$ cat src/ucbg_pkg.sv
// constants of the serial control, data and baud generator block
package ucbg_pkg;
  // ---------------------------------------------------------------
  // register map (byte addresses)
  // ---------------------------------------------------------------
  localparam int ADDR_W = 5;
  localparam logic [ADDR_W-1:0] OFS_LINE_CTRL = 5'h00;
  localparam logic [ADDR_W-1:0] OFS_CTRL_SECOND = 5'h04;
  localparam logic [ADDR_W-1:0] OFS_DATA_BUF = 5'h08;
  localparam logic [ADDR_W-1:0] OFS_BAUD_DIV = 5'h0c;
  localparam logic [ADDR_W-1:0] OFS_STATUS = 5'h10;
  // ---------------------------------------------------------------
  // field positions
  // ---------------------------------------------------------------
  localparam int LC_FUNC_ENABLE = 7;
  localparam int LC_NINE_BIT = 6;
  localparam int LC_RX_NINTH = 1;
  localparam int LC_TX_NINTH = 0;
  localparam int C2_TX_ENABLE = 7;
  localparam int C2_RX_ENABLE = 6;
  localparam int C2_HIGH_SPEED = 5;
  localparam int C2_ADDR_DETECT = 4;
  localparam int C2_RX_WAKE = 3;
  localparam int C2_RX_IRQ = 2;
  localparam int C2_TX_IDLE_IRQ = 1;
  localparam int C2_TX_EMPTY_IRQ = 0;
  localparam int ST_TX_EMPTY = 0;
  localparam int ST_TX_IDLE = 1;
  localparam int ST_RX_AVAIL = 2;
  localparam int ST_RX_IDLE = 3;
  localparam int ST_OVERRUN = 4;
  localparam int ST_WAKE_REQ = 5;
  localparam int ST_IRQ_REQ = 6;
  // ---------------------------------------------------------------
  // reset values and timing
  // ---------------------------------------------------------------
  localparam logic [7:0] RST_BYTE = 8'h00;
  localparam logic [6:0] TICKS_LOW_SPEED = 7'h40;
  localparam logic [6:0] TICKS_HIGH_SPEED = 7'h10;
  localparam logic [3:0] LAST_BIT_EIGHT = 4'h7;
  localparam logic [3:0] LAST_BIT_NINE = 4'h8;
  localparam logic [1:0] RESP_OKAY = 2'h0;
  localparam logic [1:0] RESP_SLVERR = 2'h2;
  typedef enum logic [1:0] {TX_IDLE, TX_START, TX_DATA, TX_STOP} ucbg_tx_e;
  typedef enum logic [1:0] {RX_IDLE, RX_START, RX_DATA, RX_STOP} ucbg_rx_e;
endpackage

$ cat src/ucbg_top.sv
// serial control register, data register, baud generator, AXI4-Lite slave
// Notes on behaviour
// - clearing tx_enable aborts transmission, empties buffer, floats TX
// - transmitter runs and drives TX only with both enables set
// - clearing rx_enable aborts reception, resets receive buffer, frees RX
// - receiver runs and owns RX only with both enables set
// - baud rate is fH/(64(N+1)) low speed, fH/(16(N+1)) high speed
// - bits timed by free-running 8-bit counter, period from N 0..255
// - with address detect, word is address when its address bit is 1
// - address words raise an interrupt request when enabled
// - with address detect, words with address bit 0 are discarded silently
// - wake enabled and fH stopped: RX falling edge raises wake request
// - no RX wake-up while fH runs
// - wake disabled and fH stopped: RX falling edge does nothing
// - rx irq enable lets overrun or data-available set the request flag
// - tx idle irq enable lets tx idle set the request flag
// - tx empty irq enable lets tx buffer empty set the request flag
// - one data location: write feeds transmitter, read gives last received
// - second control register is zero at power-on
// - clearing function enable floats pins, empties buffers, resets rx flags but not wake or request flags
// - nine_bit_select picks 8 or 9 bit frames, ninth bits held apart
//
// The implementer's own choices: the register addresses and the AXI4-Lite slave port.
module ucbg_top (
  input wire logic SYS_CLK,
  input wire logic NRST,
  input wire logic [ucbg_pkg::ADDR_W-1:0] S_AXI_AWADDR,
  input wire logic S_AXI_AWVALID,
  output logic S_AXI_AWREADY,
  input wire logic [31:0] S_AXI_WDATA,
  input wire logic [3:0] S_AXI_WSTRB,
  input wire logic S_AXI_WVALID,
  output logic S_AXI_WREADY,
  output logic [1:0] S_AXI_BRESP,
  output logic S_AXI_BVALID,
  input wire logic S_AXI_BREADY,
  input wire logic [ucbg_pkg::ADDR_W-1:0] S_AXI_ARADDR,
  input wire logic S_AXI_ARVALID,
  output logic S_AXI_ARREADY,
  output logic [31:0] S_AXI_RDATA,
  output logic [1:0] S_AXI_RRESP,
  output logic S_AXI_RVALID,
  input wire logic S_AXI_RREADY,
  output logic TX_OUT,
  output logic TX_OE,
  input wire logic RX_IN,
  output logic RX_ACTIVE,
  input wire logic FH_STOPPED,
  output logic IRQ_REQ
);
  // ---------------------------------------------------------------
  // registers and declarations
  // ---------------------------------------------------------------
  logic [7:0] line_q, ctrl2_q, baud_div_q, tx_buf_q, rx_data_q;
  logic tx_full_q, rx_avail_q, overrun_q, rx_nine_q, wake_q, irq_q;
  logic tx_en_d1_q, rx_en_d1_q;
  logic prev_idle_q, prev_empty_q, prev_avail_q, prev_ovr_q, prev_wake_q;
  logic aw_hold_q, w_hold_q, bvalid_q, rvalid_q;
  logic [ucbg_pkg::ADDR_W-1:0] awaddr_q;
  logic [7:0] wdata_q;
  logic wstrb0_q;
  logic [1:0] bresp_q, rresp_q;
  logic [31:0] rdata_q;
  logic rx_s1_q, rx_s2_q, rx_s3_q, rx_lvl_q;
  logic [7:0] brg_cnt_q;
  ucbg_pkg::ucbg_tx_e tx_state_q;
  ucbg_pkg::ucbg_rx_e rx_state_q;
  logic [8:0] tx_shift_q, rx_shift_q;
  logic [3:0] tx_bit_q, rx_bit_q;
  logic [6:0] tx_sub_q, rx_sub_q;
  logic tx_pin_q, tx_oe_q, rx_act_q;

  logic func_en, nine, tx_run, rx_run, tick, tx_end, rx_end, rx_half;
  logic [6:0] tpb;
  logic [3:0] last_bit;
  logic wr_go, wr_line, wr_ctrl2, wr_data, wr_baud, wr_stat;
  logic rd_go, rd_data, rx_fall, rx_done, addr_bit, keep;
  logic tx_empty, tx_idle, wake_set, irq_set, irq_clr;

  assign func_en = line_q[ucbg_pkg::LC_FUNC_ENABLE];
  assign nine = line_q[ucbg_pkg::LC_NINE_BIT];
  assign tx_run = func_en & ctrl2_q[ucbg_pkg::C2_TX_ENABLE];
  assign rx_run = func_en & ctrl2_q[ucbg_pkg::C2_RX_ENABLE];
  assign last_bit = nine ? ucbg_pkg::LAST_BIT_NINE
                         : ucbg_pkg::LAST_BIT_EIGHT;

  // ---------------------------------------------------------------
  // AXI4-Lite write path
  // ---------------------------------------------------------------
  assign S_AXI_AWREADY = ~aw_hold_q & ~bvalid_q;
  assign S_AXI_WREADY = ~w_hold_q & ~bvalid_q;
  assign S_AXI_BVALID = bvalid_q;
  assign S_AXI_BRESP = bresp_q;
  assign wr_go = aw_hold_q & w_hold_q & ~bvalid_q;
  assign wr_line = wr_go & wstrb0_q & (awaddr_q == ucbg_pkg::OFS_LINE_CTRL);
  assign wr_ctrl2 = wr_go & wstrb0_q
                  & (awaddr_q == ucbg_pkg::OFS_CTRL_SECOND);
  assign wr_data = wr_go & wstrb0_q & (awaddr_q == ucbg_pkg::OFS_DATA_BUF);
  assign wr_baud = wr_go & wstrb0_q & (awaddr_q == ucbg_pkg::OFS_BAUD_DIV);
  assign wr_stat = wr_go & wstrb0_q & (awaddr_q == ucbg_pkg::OFS_STATUS);

  always_ff @(posedge SYS_CLK or negedge NRST) begin
    if (!NRST) begin
      aw_hold_q <= 1'b0;
      w_hold_q <= 1'b0;
      bvalid_q <= 1'b0;
      awaddr_q <= '0;
      wdata_q <= ucbg_pkg::RST_BYTE;
      wstrb0_q <= 1'b0;
      bresp_q <= ucbg_pkg::RESP_OKAY;
    end else begin
      if (S_AXI_AWVALID && S_AXI_AWREADY) begin
        aw_hold_q <= 1'b1;
        awaddr_q <= S_AXI_AWADDR;
      end
      if (S_AXI_WVALID && S_AXI_WREADY) begin
        w_hold_q <= 1'b1;
        wdata_q <= S_AXI_WDATA[7:0];
        wstrb0_q <= S_AXI_WSTRB[0];
      end
      if (wr_go) begin
        aw_hold_q <= 1'b0;
        w_hold_q <= 1'b0;
        bvalid_q <= 1'b1;
        bresp_q <= (awaddr_q == ucbg_pkg::OFS_LINE_CTRL ||
                    awaddr_q == ucbg_pkg::OFS_CTRL_SECOND ||
                    awaddr_q == ucbg_pkg::OFS_DATA_BUF ||
                    awaddr_q == ucbg_pkg::OFS_BAUD_DIV ||
                    awaddr_q == ucbg_pkg::OFS_STATUS)
                   ? ucbg_pkg::RESP_OKAY : ucbg_pkg::RESP_SLVERR;
      end else if (bvalid_q && S_AXI_BREADY) begin
        bvalid_q <= 1'b0;
      end
    end
  end

  // ---------------------------------------------------------------
  // AXI4-Lite read path
  // ---------------------------------------------------------------
  assign S_AXI_ARREADY = ~rvalid_q;
  assign S_AXI_RVALID = rvalid_q;
  assign S_AXI_RDATA = rdata_q;
  assign S_AXI_RRESP = rresp_q;
  assign rd_go = S_AXI_ARVALID & ~rvalid_q;
  assign rd_data = rd_go & (S_AXI_ARADDR == ucbg_pkg::OFS_DATA_BUF);

  always_ff @(posedge SYS_CLK or negedge NRST) begin
    if (!NRST) begin
      rvalid_q <= 1'b0;
      rdata_q <= '0;
      rresp_q <= ucbg_pkg::RESP_OKAY;
    end else if (rd_go) begin
      rvalid_q <= 1'b1;
      rresp_q <= ucbg_pkg::RESP_OKAY;
      rdata_q <= '0;
      unique case (S_AXI_ARADDR)
        ucbg_pkg::OFS_LINE_CTRL: begin
          rdata_q[7:0] <= {line_q[7:2], rx_nine_q, 1'b0};
        end
        ucbg_pkg::OFS_CTRL_SECOND: rdata_q[7:0] <= ctrl2_q;
        ucbg_pkg::OFS_DATA_BUF: rdata_q[7:0] <= rx_data_q;
        ucbg_pkg::OFS_BAUD_DIV: rdata_q[7:0] <= baud_div_q;
        ucbg_pkg::OFS_STATUS: begin
          rdata_q[ucbg_pkg::ST_TX_EMPTY] <= tx_empty;
          rdata_q[ucbg_pkg::ST_TX_IDLE] <= tx_idle;
          rdata_q[ucbg_pkg::ST_RX_AVAIL] <= rx_avail_q;
          rdata_q[ucbg_pkg::ST_RX_IDLE] <= rx_state_q == ucbg_pkg::RX_IDLE;
          rdata_q[ucbg_pkg::ST_OVERRUN] <= overrun_q;
          rdata_q[ucbg_pkg::ST_WAKE_REQ] <= wake_q;
          rdata_q[ucbg_pkg::ST_IRQ_REQ] <= irq_q;
        end
        default: rresp_q <= ucbg_pkg::RESP_SLVERR;
      endcase
    end else if (S_AXI_RREADY) begin
      rvalid_q <= 1'b0;
    end
  end

  // ---------------------------------------------------------------
  // control registers
  // ---------------------------------------------------------------
  always_ff @(posedge SYS_CLK or negedge NRST) begin
    if (!NRST) begin
      line_q <= ucbg_pkg::RST_BYTE;
      ctrl2_q <= ucbg_pkg::RST_BYTE;
      baud_div_q <= ucbg_pkg::RST_BYTE;
      tx_en_d1_q <= 1'b0;
      rx_en_d1_q <= 1'b0;
    end else begin
      if (wr_line) line_q <= wdata_q;
      if (wr_baud) baud_div_q <= wdata_q;
      if (wr_ctrl2) ctrl2_q <= wdata_q;
      // disabling the function drops both direction enables
      if (!func_en) begin
        ctrl2_q[ucbg_pkg::C2_TX_ENABLE] <= 1'b0;
        ctrl2_q[ucbg_pkg::C2_RX_ENABLE] <= 1'b0;
      end
      tx_en_d1_q <= ctrl2_q[ucbg_pkg::C2_TX_ENABLE];
      rx_en_d1_q <= ctrl2_q[ucbg_pkg::C2_RX_ENABLE];
    end
  end

  // ---------------------------------------------------------------
  // RX pin synchroniser
  // ---------------------------------------------------------------
  always_ff @(posedge SYS_CLK or negedge NRST) begin
    if (!NRST) begin
      rx_s1_q <= 1'b1;
      rx_s2_q <= 1'b1;
      rx_s3_q <= 1'b1;
      rx_lvl_q <= 1'b1;
    end else begin
      rx_s1_q <= RX_IN;
      rx_s2_q <= rx_s1_q;
      rx_s3_q <= rx_s2_q;
      if (rx_s2_q == rx_s3_q) rx_lvl_q <= rx_s2_q;
    end
  end
  assign rx_fall = rx_lvl_q & (rx_s2_q == rx_s3_q) & ~rx_s2_q;

  // ---------------------------------------------------------------
  // baud generator
  // ---------------------------------------------------------------
  // held while fH is stopped; a stopped clock gives no ticks
  assign tick = func_en & ~FH_STOPPED & (brg_cnt_q == 8'h00);
  assign tpb = ctrl2_q[ucbg_pkg::C2_HIGH_SPEED]
             ? ucbg_pkg::TICKS_HIGH_SPEED : ucbg_pkg::TICKS_LOW_SPEED;

  always_ff @(posedge SYS_CLK or negedge NRST) begin
    if (!NRST) begin
      brg_cnt_q <= ucbg_pkg::RST_BYTE;
    end else if (!func_en) begin
      brg_cnt_q <= baud_div_q;
    end else if (!FH_STOPPED) begin
      brg_cnt_q <= (brg_cnt_q == 8'h00) ? baud_div_q
                                        : brg_cnt_q - 8'h01;
    end
  end

  // ---------------------------------------------------------------
  // transmitter
  // ---------------------------------------------------------------
  assign tx_end = tick & (tx_sub_q == tpb - 7'h01);
  assign tx_empty = ~tx_full_q;
  assign tx_idle = ~tx_full_q & (tx_state_q == ucbg_pkg::TX_IDLE);

  always_ff @(posedge SYS_CLK or negedge NRST) begin
    if (!NRST) begin
      tx_full_q <= 1'b0;
      tx_buf_q <= ucbg_pkg::RST_BYTE;
    end else if (!func_en || (tx_en_d1_q &&
                 !ctrl2_q[ucbg_pkg::C2_TX_ENABLE])) begin
      tx_full_q <= 1'b0;
    end else if (wr_data && !tx_full_q) begin
      tx_buf_q <= wdata_q;
      tx_full_q <= 1'b1;
    end else if (tx_run && tx_state_q == ucbg_pkg::TX_IDLE && tick) begin
      tx_full_q <= 1'b0;
    end
  end

  always_ff @(posedge SYS_CLK or negedge NRST) begin
    if (!NRST) begin
      tx_state_q <= ucbg_pkg::TX_IDLE;
      tx_shift_q <= '0;
      tx_bit_q <= '0;
      tx_sub_q <= '0;
    end else if (!tx_run) begin
      tx_state_q <= ucbg_pkg::TX_IDLE;
      tx_sub_q <= '0;
    end else begin
      if (tick) tx_sub_q <= tx_end ? 7'h00 : tx_sub_q + 7'h01;
      unique case (tx_state_q)
        ucbg_pkg::TX_IDLE: begin
          // start on a tick, else the start bit comes out short
          if (tx_full_q && tick) begin
            tx_shift_q <= {line_q[ucbg_pkg::LC_TX_NINTH], tx_buf_q};
            tx_state_q <= ucbg_pkg::TX_START;
            tx_sub_q <= '0;
          end
        end
        ucbg_pkg::TX_START: begin
          if (tx_end) begin
            tx_state_q <= ucbg_pkg::TX_DATA;
            tx_bit_q <= '0;
          end
        end
        ucbg_pkg::TX_DATA: begin
          if (tx_end) begin
            tx_shift_q <= {1'b0, tx_shift_q[8:1]};
            tx_bit_q <= tx_bit_q + 4'h1;
            if (tx_bit_q == last_bit) tx_state_q <= ucbg_pkg::TX_STOP;
          end
        end
        ucbg_pkg::TX_STOP: begin
          if (tx_end) tx_state_q <= ucbg_pkg::TX_IDLE;
        end
      endcase
    end
  end

  // ---------------------------------------------------------------
  // pins
  // ---------------------------------------------------------------
  always_ff @(posedge SYS_CLK or negedge NRST) begin
    if (!NRST) begin
      tx_pin_q <= 1'b1;
      tx_oe_q <= 1'b0;
      rx_act_q <= 1'b0;
    end else begin
      tx_pin_q <= !(tx_run && (tx_state_q == ucbg_pkg::TX_START ||
                  (tx_state_q == ucbg_pkg::TX_DATA && !tx_shift_q[0])));
      tx_oe_q <= tx_run;
      rx_act_q <= rx_run;
    end
  end
  assign TX_OUT = tx_pin_q;
  assign TX_OE = tx_oe_q;
  assign RX_ACTIVE = rx_act_q;

  // ---------------------------------------------------------------
  // receiver
  // ---------------------------------------------------------------
  // start bit checked at its middle, data sampled a whole bit apart
  assign rx_half = tick & (rx_sub_q == (tpb >> 1) - 7'h01);
  assign rx_end = tick & (rx_sub_q == tpb - 7'h01);
  assign rx_done = rx_end & (rx_state_q == ucbg_pkg::RX_STOP);
  assign addr_bit = nine ? rx_shift_q[8] : rx_shift_q[7];
  assign keep = ~ctrl2_q[ucbg_pkg::C2_ADDR_DETECT] | addr_bit;

  always_ff @(posedge SYS_CLK or negedge NRST) begin
    if (!NRST) begin
      rx_state_q <= ucbg_pkg::RX_IDLE;
      rx_shift_q <= '0;
      rx_bit_q <= '0;
      rx_sub_q <= '0;
    end else if (!rx_run) begin
      rx_state_q <= ucbg_pkg::RX_IDLE;
      rx_sub_q <= '0;
    end else begin
      if (tick) rx_sub_q <= rx_end ? 7'h00 : rx_sub_q + 7'h01;
      unique case (rx_state_q)
        ucbg_pkg::RX_IDLE: begin
          if (rx_fall) begin
            rx_state_q <= ucbg_pkg::RX_START;
            rx_shift_q <= '0;
            rx_sub_q <= '0;
          end
        end
        ucbg_pkg::RX_START: begin
          if (rx_half) begin
            rx_sub_q <= '0;
            rx_bit_q <= '0;
            rx_state_q <= rx_lvl_q ? ucbg_pkg::RX_IDLE : ucbg_pkg::RX_DATA;
          end
        end
        ucbg_pkg::RX_DATA: begin
          if (rx_end) begin
            rx_shift_q[rx_bit_q] <= rx_lvl_q;
            rx_bit_q <= rx_bit_q + 4'h1;
            if (rx_bit_q == last_bit) rx_state_q <= ucbg_pkg::RX_STOP;
          end
        end
        ucbg_pkg::RX_STOP: begin
          if (rx_end) rx_state_q <= ucbg_pkg::RX_IDLE;
        end
      endcase
    end
  end

  always_ff @(posedge SYS_CLK or negedge NRST) begin
    if (!NRST) begin
      rx_avail_q <= 1'b0;
      overrun_q <= 1'b0;
      rx_data_q <= ucbg_pkg::RST_BYTE;
      rx_nine_q <= 1'b0;
    end else if (!rx_run) begin
      rx_avail_q <= 1'b0;
      overrun_q <= 1'b0;
    end else if (rx_done && keep) begin
      // a new word in the read cycle still lands, set beats clear
      if (rx_avail_q && !rd_data) begin
        overrun_q <= 1'b1;
      end else begin
        rx_data_q <= rx_shift_q[7:0];
        rx_nine_q <= rx_shift_q[8];
        rx_avail_q <= 1'b1;
        if (rd_data) overrun_q <= 1'b0;
      end
    end else if (rd_data) begin
      rx_avail_q <= 1'b0;
      overrun_q <= 1'b0;
    end
  end

  // ---------------------------------------------------------------
  // wake-up and request flag
  // ---------------------------------------------------------------
  assign wake_set = rx_fall & FH_STOPPED
                  & ctrl2_q[ucbg_pkg::C2_RX_WAKE];
  assign irq_set =
    (ctrl2_q[ucbg_pkg::C2_RX_IRQ] & ((rx_avail_q & ~prev_avail_q) |
      (overrun_q & ~prev_ovr_q) | (wake_q & ~prev_wake_q))) |
    (ctrl2_q[ucbg_pkg::C2_TX_IDLE_IRQ] & tx_idle & ~prev_idle_q) |
    (ctrl2_q[ucbg_pkg::C2_TX_EMPTY_IRQ] & tx_empty & ~prev_empty_q);
  assign irq_clr = wr_stat & wdata_q[ucbg_pkg::ST_IRQ_REQ];
  assign IRQ_REQ = irq_q;

  always_ff @(posedge SYS_CLK or negedge NRST) begin
    if (!NRST) begin
      wake_q <= 1'b0;
      irq_q <= 1'b0;
      prev_idle_q <= 1'b1;
      prev_empty_q <= 1'b1;
      prev_avail_q <= 1'b0;
      prev_ovr_q <= 1'b0;
      prev_wake_q <= 1'b0;
    end else begin
      if (wake_set) wake_q <= 1'b1;
      else if (wr_stat && wdata_q[ucbg_pkg::ST_WAKE_REQ]) wake_q <= 1'b0;
      if (irq_set) irq_q <= 1'b1;
      else if (irq_clr) irq_q <= 1'b0;
      prev_idle_q <= tx_idle;
      prev_empty_q <= tx_empty;
      prev_avail_q <= rx_avail_q;
      prev_ovr_q <= overrun_q;
      prev_wake_q <= wake_q;
    end
  end
endmodule

$ cat config.mk
export PLATFORM = sky130hd
export DESIGN_NAME = ucbg_top
export DESIGN_NICKNAME = d
export VERILOG_FILES = /design/src/ucbg_pkg.sv /design/src/ucbg_top.sv
export SDC_FILE = /design/constraint.sdc
export NUM_CORES = 1
export LEC_CHECK = 0
export BUFFER_PORTS_ARGS = -buffer_cell sky130_fd_sc_hd__buf_2
export CORE_ASPECT_RATIO = 1.1
export CORE_MARGIN = 2
export CORE_UTILIZATION = 57
export DETAILED_ROUTE_END_ITERATION = 8
export HOLD_SLACK_MARGIN = 0.03
export PLACE_DENSITY = 0.8
export SYNTH_ARGS = -nofsm -noshare
export SYNTH_HDL_FRONTEND = slang
export SYNTH_SLANG_ARGS = --single-unit
$ cat constraint.sdc
create_clock -name SYS_CLK -period 2.5 [get_ports SYS_CLK]
set_input_delay 0.75 -clock SYS_CLK [delete_from_list [all_inputs] [get_ports SYS_CLK]]
set_output_delay 0.75 -clock SYS_CLK [all_outputs]
set_load 0.03 [all_outputs]
==> results of run 1 <==
kinds of logic (layout without fill, tap and decap cells):
logic type | after synthesis | in the layout | share of synthesized area
AO/OA/AOI/OAI | 130 | 130 | 0.137
XOR/XNOR | 12 | 12 | 0.0153
adder cells (fa/ha/maj) | 14 | 14 | 0.0251
buffers and inverters | 65 | 128 | 0.0511
flip-flops | 138 | 138 | 0.503
multiplexers | 72 | 72 | 0.114
other | 1 | 26 | 0.000545
AND/OR/NAND/NOR | 177 | 177 | 0.153
sequential cells by signal, summed over array words and instances, names as in the netlist, 5 cells and up:
signal and count:
rx_shift_q 9, tx_shift_q 9, S_AXI_RDATA 8, baud_div_q 8
brg_cnt_q 8, ctrl2_q 8, rx_data_q 8, tx_buf_q 8
wdata_q 8, line_q 7, rx_sub_q 7, tx_sub_q 7
awaddr_q 5
cell usage in the layout, fill, tap and decap left out, types with 5 or more instances in the layout:
| master | instances |
|---|---|
| a21oi_1 | 16 |
| mux2_2 | 49 |
| inv_1 | 22 |
| nor3_1 | 12 |
| nor2b_1 | 13 |
| ha_1 | 13 |
| buf_2 | 45 |
| o21ai_0 | 31 |
| conb_1 | 26 |
| dfstp_2 | 7 |
| nand3_1 | 6 |
| nand4_1 | 19 |
| clkbuf_16 | 17 |
| xor2_1 | 8 |
| nor2_1 | 26 |
| o22a_1 | 8 |
| mux2i_1 | 19 |
| dfrtp_1 | 131 |
| nor3b_1 | 5 |
| buf_4 | 26 |
| a221oi_1 | 6 |
| nand2_1 | 52 |
| o21a_1 | 12 |
| o2bb2ai_1 | 10 |
layout make-up:
cell class,count,area share
flip-flops and latches,138,0.433
clock buffers,22,0.0593
clock inverters,10,0.0208
inverters,23,0.0108
well taps,154,0.0241
repair buffers,73,0.0565
multi-input cells,431,0.395
metrics by stage:
stage	setup WS [ns]	cell area [µm²]	util
3_3_place_gp	0.209	7350	0.616
6_report	0.163	7990	0.670
4_1_cts	0.173	7990	0.670
3_5_place_dp	0.169	7350	0.616
5_1_grt	0.0191	7990	0.670
2_1_floorplan	0.118	6970	-
worst max-delay path by stage:
stage | depth (start not counted) | slack (ns) | start | end
floorplan | 6 | 0.12 | S_AXI_ARADDR[4] | rx_data_q[2]
global placement | 6 | 0.21 | S_AXI_ARADDR[1] | rx_nine_q
detailed placement | 6 | 0.17 | FH_STOPPED | tx_shift_q[2]
CTS | 7 | 0.17 | brg_cnt_q[0] | tx_shift_q[2]
global route | 8 | 0.02 | brg_cnt_q[0] | tx_shift_q[6]
finish | 7 | 0.16 | brg_cnt_q[0] | tx_shift_q[2]
power groups by stage:
stage | clock, mW | sequential (mW) | combinational, mW
floorplan | 0 | 2.88 | 1.14
global placement | 0 | 2.99 | 1.48
detailed placement | 0 | 3.00 | 1.55
CTS | 2.72 | 2.98 | 1.57
global route | 2.80 | 3.03 | 1.70
finish | 2.69 | 2.99 | 1.56
critical path, stage by stage, from the launching register on:
cell,delay [ns]
dfrtp_1,0.39
inv_1,0.10
ha_1,0.18
or3b_2,0.55
nor4_4,0.32
o2111ai_2,0.29
o22a_1,0.30
o21a_1,0.10
metal layers:
metal  global-route usage  vias up  wire, µm
li1                     -     2338         -
met1                0.351     2548      6790
met5                    0        -         0
met2                0.418      187      7640
met4               0.0913        0       396
met3               0.0597       44       787
==> flow_metrics.env, run 1 <==
export IMPL_status="complete, no violations"
export IMPL_yosys_register_bits=138
export IMPL_fillers=834
export IMPL_critPathKind="reg -> reg"
export IMPL_seqCellArea_um2=3460
export IMPL_area_growth_pct=16.2
export IMPL_drtIter0Drc=326
export IMPL_synth_edf_count=0
export IMPL_yosysTopAreaCellShare=0.477
export IMPL_cts_buffers=17
export IMPL_layout_nets=752
export IMPL_power_frac_clock=0.371
export IMPL_startpoint_type="register"
export IMPL_clockRootBuffer="clkbuf_16"
export IMPL_seq_power_share=0.413
export IMPL_dr_total_vias=5117
export IMPL_final_cells=851
export IMPL_fin_setup_tns_ns=0
export IMPL_clk_pin_slew_ns=0.06
export IMPL_cts_path_max_buffers=2
export IMPL_ys_flop_type="dfrtp_1"
export IMPL_rsz0062_at_grt="no"
export IMPL_combPwrFrac=0.216
export IMPL_post_synth_cell_area_avg_um2=11.3
export IMPL_whs_ns=0.244
export IMPL_pwr_density_cell_nw_per_um2=907
export IMPL_synthArstFlopShare=1.00
export IMPL_n_antenna_cell=0
export IMPL_yosysTopAreaCell="dfrtp_1"
export IMPL_ant_nets=0
export IMPL_dp_hpwl_mm=10.9
export IMPL_min_period_ns=2.34
export IMPL_synth_seq_area_share=0.503
export IMPL_wl_per_cell_um=18.3
export IMPL_yosysWarningCount=0
export IMPL_start_util=0.576
export IMPL_worst_pin_slew_ns=0.538
export IMPL_finalSetupViolCount=0
export IMPL_grt_max_degree=53
export IMPL_ctsResizeCount=0
export IMPL_post_cts_buffers=0
export IMPL_placed_cells=819
export IMPL_p_leak_nw=3.63
export IMPL_finalHoldViolCount=0
export IMPL_max_freq_mhz=428
export IMPL_yosys_top_cells_count="131 x dfrtp_1, 52 x nand2_1, 49 x mux2_2"
export IMPL_path_max_fanout=8
export IMPL_intPower_mw=4.98
export IMPL_die_y_um=119
export IMPL_hold_path_class="in -> async"
export IMPL_ios=100
export IMPL_gp_congestion=0.857
export IMPL_critPathCaptureType="register"
export IMPL_synth_area_leaders="dfrtp_1 48%, mux2_2 8.0%, buf_4 2.8%"
export IMPL_antenna_found_initial=0
export IMPL_swShare=0.312
export IMPL_maxSlewViolCount=0
export IMPL_die_area_um2=13000
export IMPL_drive_gt1_frac=0.261
export IMPL_vdd_ir_drop_max_mv=1.11
export IMPL_synthesis_area_um2=6880
export IMPL_track_usage=0.261
export IMPL_reg2reg_from="brg_cnt_q[0]"
export IMPL_p_total_mw=7.25
export IMPL_grt_overflow_total=0
export IMPL_clock_sinks=138
export IMPL_drt_vias_per_instance=6.01
export IMPL_syn_inst=609
export IMPL_multi_input_area_um2=3160
export IMPL_cp_arrival_ns=2.65
export IMPL_cts_hold_buf=0
export IMPL_cp_data_required_time_ns=2.81
export IMPL_grt_pass1_wl_mm=25.9
export IMPL_skew_ns=0.00956
export IMPL_clkLatencyLatePin_ns=0.42
export IMPL_grt_pass1_vias=5075
export IMPL_cts_tree="done"
export IMPL_r2r_slack_ns=0.16
export IMPL_drv_cap=0
export IMPL_dieWidth_um=109
export IMPL_timing_final_crit_share=0.935
export IMPL_drc_errors=0
export IMPL_htreeDepth=4
export IMPL_core_area_um2=11900
export IMPL_synth_most_common_cell="dfrtp_1"
export IMPL_reg2regPathDepth=7
export IMPL_max_slew_margin=0.639
export IMPL_drt_total_wl_mm=15.6
export IMPL_rr_endpoint="tx_shift_q[2]"
export IMPL_p_sw_mw=2.26
export IMPL_yosys_cell_types_count=83
export IMPL_row_count=42
export IMPL_io_buffers=46
export IMPL_first_pass_iters=5
No activity file was read; power rests on OpenSTA's default activity.
==> run 2: changes to the inputs <==
clock period = 2.8 ns   (was 2.5 ns; I/O delays follow)
==> run 2 against run 1 <==
  * Register-to-register slack improved by 0.13 ns
  * Sequential cell count did not move
  * Clock skew up 0.0010 ns
  * Non-clock buffer count down 12
  * Critical path type unchanged
  * Largest cell class unchanged
==> flow_metrics.env, run 2 (synthesis results as in run 1) <==
export IMPL_cts_hold_buf=0
export IMPL_rsz0062_at_grt="no"
export IMPL_min_period_ns=2.50
export IMPL_cts_tree="done"
export IMPL_die_y_um=119
export IMPL_area_growth_pct=14.7
export IMPL_hold_path_class="reg -> reg"
export IMPL_wl_per_cell_um=19.3
export IMPL_dp_hpwl_mm=11.0
export IMPL_critPathKind="reg -> reg"
export IMPL_p_sw_mw=2.05
export IMPL_drt_vias_per_instance=6.18
export IMPL_dr_total_vias=5181
export IMPL_clockRootBuffer="clkbuf_16"
export IMPL_grt_max_degree=57
export IMPL_vdd_ir_drop_max_mv=0.699
export IMPL_gp_congestion=0.870
export IMPL_max_freq_mhz=399
export IMPL_path_max_fanout=9
export IMPL_intPower_mw=4.39
export IMPL_maxSlewViolCount=0
export IMPL_grt_overflow_total=0
export IMPL_dieWidth_um=109
export IMPL_path_buf_inv=1
export IMPL_start_util=0.576
export IMPL_grt_pass1_vias=5070
export IMPL_row_count=42
export IMPL_clk_pin_slew_ns=0.06
export IMPL_first_pass_iters=5
export IMPL_n_antenna_cell=0
export IMPL_multi_input_area_um2=3160
export IMPL_critPathCaptureType="register"
export IMPL_track_usage=0.268
export IMPL_pre_cts_ws_ns=0.249
export IMPL_final_cell_mix="131 x dfrtp_1, 52 x nand2_1, 49 x mux2_2"
export IMPL_drtIter0Drc=427
export IMPL_fillers=863
export IMPL_crit_path_max_incr_delay_ns=0.55
export IMPL_layout_nets=740
export IMPL_worst_pin_slew_ns=0.748
export IMPL_p_leak_nw=3.56
export IMPL_ant_nets=0
export IMPL_drive_gt1_frac=0.249
export IMPL_combPwrFrac=0.210
export IMPL_final_common_cell="dfrtp_1"
export IMPL_setup_ws_ns=0.295
export IMPL_reg2reg_from="brg_cnt_q[0]"
export IMPL_pwr_density_cell_nw_per_um2=817
export IMPL_htreeDepth=4
export IMPL_max_slew_margin=0.498
export IMPL_timing_final_crit_share=0.894
export IMPL_hold_start="rx_s1_q"
export IMPL_crit_start="brg_cnt_q[0]"
export IMPL_status="complete, no violations"
export IMPL_die_area_um2=13000
export IMPL_drt_total_wl_mm=16.2
export IMPL_skew_ns=0.0106
export IMPL_clock_sinks=138
export IMPL_core_area_um2=11900
export IMPL_cp_cell_sequence="inv_1, ha_1, or3b_2, nor3_1, nand2_1, a211oi_4, o32ai_1"
export IMPL_swShare=0.319
export IMPL_ctsResizeCount=0
export IMPL_grt_pass1_wl_mm=26.4
export IMPL_reg_largest_list="rx_shift_q x9, tx_shift_q x9"
export IMPL_ios=100
export IMPL_io_buffers=46
export IMPL_post_cts_buffers=0
export IMPL_seqCellArea_um2=3460
export IMPL_finalSetupViolCount=0
export IMPL_slowest_stage="or3b_2"
export IMPL_cts_path_max_buffers=2
export IMPL_drv_cap=0
export IMPL_drc_errors=0
export IMPL_power_frac_clock=0.374
export IMPL_fin_setup_tns_ns=0
export IMPL_startpoint_type="register"
export IMPL_critPathTopFamily="simple AND/OR/NAND/NOR gates"
export IMPL_cts_buffers=17
export IMPL_placed_cells=807
export IMPL_final_cells=838
export IMPL_cp_arrival_ns=2.78
export IMPL_antenna_found_initial=0
export IMPL_clkLatencyLatePin_ns=0.42
export IMPL_cp_data_required_time_ns=3.07
export IMPL_seq_power_share=0.416
export IMPL_finalHoldViolCount=0
run 2: final timing paths:
path                                 endpoint  slack (ns)  cells past startpoint
worst max-delay path            tx_shift_q[8]        0.30                      7
worst min-delay path                  rx_s2_q        0.36                      0
worst max register to register  tx_shift_q[8]        0.30                      7
worst min register to register        rx_s2_q        0.36                      0
max in group asynchronous             rx_s1_q        1.69                      2
min in group asynchronous         awaddr_q[0]        0.38                      1
run 2: metrics by stage:
| stage | hold slack [ns] | util | total power [mW] | instance area, µm² |
|---|---|---|---|---|
| 3_3_place_gp | 0.352 | 0.609 | 3.94 | 7260 |
| 5_1_grt | 0.364 | 0.661 | 6.70 | 7890 |
| 3_5_place_dp | 0.350 | 0.609 | 4.01 | 7260 |
| 6_report | 0.358 | 0.661 | 6.44 | 7890 |
| 2_1_floorplan | 0.345 | - | 3.59 | 6970 |
| 4_1_cts | 0.362 | 0.661 | 6.43 | 7890 |
run 2: per-layer routing:
layer | vias up | global-route usage | wire length [µm]
met1 | 2634 | 0.354 | 6810
met5 | - | 0 | 0
met4 | 0 | 0.110 | 457
li1 | 2313 | - | -
met2 | 192 | 0.440 | 8190
met3 | 42 | 0.0416 | 750
run 2: area by class of cell:
class	count	share of cell area
flip-flops and latches	138	0.439
multi-input cells	431	0.400
clock buffers	20	0.0579
repair buffers	61	0.0459
well taps	154	0.0244
clock inverters	11	0.0216
inverters	23	0.0109
run 2: power by group through the flow:
stage               Sequential [mW]  Clock [mW]  Combinational [mW]
floorplan                      2.57           0                1.02
global placement               2.66           0                1.28
detailed placement             2.68           0                1.33
CTS                            2.66        2.41                1.36
global route                   2.72        2.50                1.48
finish                         2.68        2.41                1.35
run 2: worst reg2reg max path, delay by kind of cell, from the launching register on:
kind                     cells  cell delay (ns)
buffers and inverters        1             0.12
AO/OA/AOI/OAI                2             0.66
AND/OR/NAND/NOR              3             1.00
adder cells (fa/ha/maj)      1             0.19
flip-flops                   1             0.39
==> run 3: changes to the inputs <==
ABC_AREA = 1   (was not set)
==> run 3 against run 2 <==
  * Register-to-register slack better by 0.40 ns
  * Worst setup slack better by 0.40 ns
  * Non-clock buffer count shrank 6
  * Sequential power decreased by 5%
  * Global-route usage fell by 1.6 points
  * Critical path depth increased by 2
  * Combinational power down 3%
  * Die area is essentially flat
  * Cell count up 25%
  * Fmax grew 19%
  * Via count up 8.3%
  * Critical path type unchanged
==> flow_metrics.env, run 3 <==
export IMPL_status="complete, no violations"
export IMPL_yosysWarningCount=0
export IMPL_path_max_fanout=10
export IMPL_fillers=950
export IMPL_dr_total_vias=5613
export IMPL_cp_data_required_time_ns=3.10
export IMPL_drt_vias_per_instance=5.38
export IMPL_grt_overflow_total=0
export IMPL_max_freq_mhz=474
export IMPL_worst_pin_slew_ns=0.639
export IMPL_synth_compound_area_share=0.115
export IMPL_ys_flop_type="dfrtp_1"
export IMPL_intPower_mw=4.09
export IMPL_ctsResizeCount=0
export IMPL_post_route_cell_area_um2=7790
export IMPL_antenna_found_initial=0
export IMPL_start_util=0.577
export IMPL_vdd_ir_drop_max_mv=0.505
export IMPL_maxSlewViolCount=0
export IMPL_skew_ns=0.00910
export IMPL_grt_pass1_wl_mm=25.1
export IMPL_cp_arrival_ns=2.41
export IMPL_drv_cap=0
export IMPL_synthArstFlopShare=1.00
export IMPL_critPathKind="reg -> reg"
export IMPL_hold_path_class="reg -> reg"
export IMPL_area_growth_pct=13.2
export IMPL_drive_gt1_frac=0.139
export IMPL_synth_area_leaders="dfrtp_1 48%, nand2_1 12%, o21ai_0 5.5%"
export IMPL_startpoint_type="register"
export IMPL_drc_errors=0
export IMPL_yosysTopAreaCellShare=0.477
export IMPL_finalSetupViolCount=0
export IMPL_p_leak_nw=3.77
export IMPL_clk_pin_slew_ns=0.06
export IMPL_clkLatencyLatePin_ns=0.42
export IMPL_n_antenna_cell=0
export IMPL_row_count=42
export IMPL_dieWidth_um=109
export IMPL_synthSimpleGateAreaFrac=0.238
export IMPL_power_frac_clock=0.363
export IMPL_synth_mux_area_frac=0.0182
export IMPL_synthesis_area_um2=6880
export IMPL_cts_buffers=17
export IMPL_p_sw_mw=1.96
export IMPL_grt_pass1_vias=5223
export IMPL_seq_power_share=0.421
export IMPL_critPathCaptureType="register"
export IMPL_syn_inst=824
export IMPL_ios=100
export IMPL_io_buffers=46
export IMPL_drt_total_wl_mm=14.9
export IMPL_die_y_um=119
export IMPL_final_cell_mix="223 x nand2_1, 131 x dfrtp_1, 84 x inv_1"
export IMPL_reg_largest_list="rx_shift_q x9, tx_shift_q x9"
export IMPL_grt_max_degree=53
export IMPL_drtIter0Drc=366
export IMPL_synth_adder_area_share=0.0251
export IMPL_post_synth_cell_area_avg_um2=8.35
export IMPL_final_common_cell="nand2_1"
export IMPL_min_period_ns=2.11
export IMPL_yosys_top_cells_count="223 x nand2_1, 131 x dfrtp_1, 84 x inv_1"
export IMPL_postLayoutCoreUtil=0.653
export IMPL_htreeDepth=4
export IMPL_yosys_cell_types_count=45
export IMPL_track_usage=0.251
export IMPL_cts_path_max_buffers=2
export IMPL_synth_edf_count=0
export IMPL_yosysTopAreaCell="dfrtp_1"
export IMPL_ant_nets=0
export IMPL_yosys_register_bits=138
export IMPL_dp_hpwl_mm=10.6
export IMPL_rsz0062_at_grt="no"
export IMPL_first_pass_iters=5
export IMPL_core_area_um2=11900
export IMPL_layout_nets=945
export IMPL_max_slew_margin=0.573
export IMPL_combPwrFrac=0.216
export IMPL_synth_seq_area_share=0.503
export IMPL_synth_most_common_cell="nand2_1"
export IMPL_wl_per_cell_um=14.3
export IMPL_fin_setup_tns_ns=0
export IMPL_clockRootBuffer="clkbuf_16"
export IMPL_swShare=0.324
export IMPL_synth_top_family_by_area="simple AND/OR/NAND/NOR gates"
export IMPL_r2r_slack_ns=0.69
export IMPL_post_cts_buffers=0
export IMPL_die_area_um2=13000
export IMPL_finalHoldViolCount=0
export IMPL_clock_sinks=138
export IMPL_postPlaceCellArea_um2=7210
export IMPL_cts_hold_buf=0
export IMPL_gp_congestion=0.888
export IMPL_synth_xor_area_share=0.0115
export IMPL_timing_final_crit_share=0.753
export IMPL_cts_tree="done"
export IMPL_pwr_density_cell_nw_per_um2=776
run 3: metrics by stage:
stage                     power, mW  hold slack (ns)  setup WS, ns  instances
after floorplan                3.48            0.345         0.826        849
after global placement         3.80            0.346         0.410       1012
after detailed placement       3.86            0.354         0.381       1012
after CTS                      6.07            0.363         0.693       1044
after global routing           6.36            0.365         0.522       1044
final                          6.05            0.359         0.691       1044
run 3: layout make-up:
cell class                 instances  area, µm²  area share
clock buffer                      24        492      0.0631
multi-input combinational        580       2900       0.373
timing repair buffer              55        329      0.0422
inverter                          85        319      0.0410
clock inverter                     8       92.6      0.0119
sequential                       138       3460       0.444
tap                              154        193      0.0247
run 3: cell families (layout without fill, tap and decap cells):
logic type | count (synthesis) | count (layout)
AOI/OAI and AO/OA | 140 | 140
xor gates and xnor gates | 9 | 9
adders and majority gates | 14 | 14
buffers and inverters | 131 | 172
DFF | 138 | 138
muxes | 12 | 12
other | 1 | 26
and+or+nand+nor | 379 | 379
run 3: path summary, 6_finish.rpt:
kind	from	to	cells after the start
worst min-delay path	rx_s1_q	rx_s2_q	0
worst max-delay path	line_q[7]	rx_data_q[7]	9
worst max register to register	line_q[7]	rx_data_q[7]	9
worst min register to register	rx_s1_q	rx_s2_q	0
min in group asynchronous	NRST	S_AXI_RVALID	1
max in group asynchronous	NRST	prev_idle_q	2
run 3: critical path: stages, from the launching register on:
cell     delay (ns)
dfrtp_1        0.57
nand2_2        0.17
inv_1          0.28
nand2_1        0.14
nor2_1         0.14
o21ai_2        0.10
nor2_4         0.22
nand2_2        0.17
nand2_1        0.12
o21ai_1        0.07
run 3: per-layer routing:
layer	global-route usage	wire (µm)	vias to the layer above
met3	0.0586	767	28
met1	0.334	6530	2683
li1	-	-	2743
met2	0.400	7300	159
met5	0	0	-
met4	0.0962	350	0
run 3: power by group through the flow:
| stage | Combinational [mW] | Clock [mW] | Sequential, mW |
|---|---|---|---|
| after floorplan | 0.958 | 0 | 2.52 |
| after global placement | 1.24 | 0 | 2.56 |
| after detailed placement | 1.29 | 0 | 2.57 |
| after CTS | 1.31 | 2.23 | 2.54 |
| after global routing | 1.47 | 2.32 | 2.58 |
| final | 1.31 | 2.19 | 2.54 |
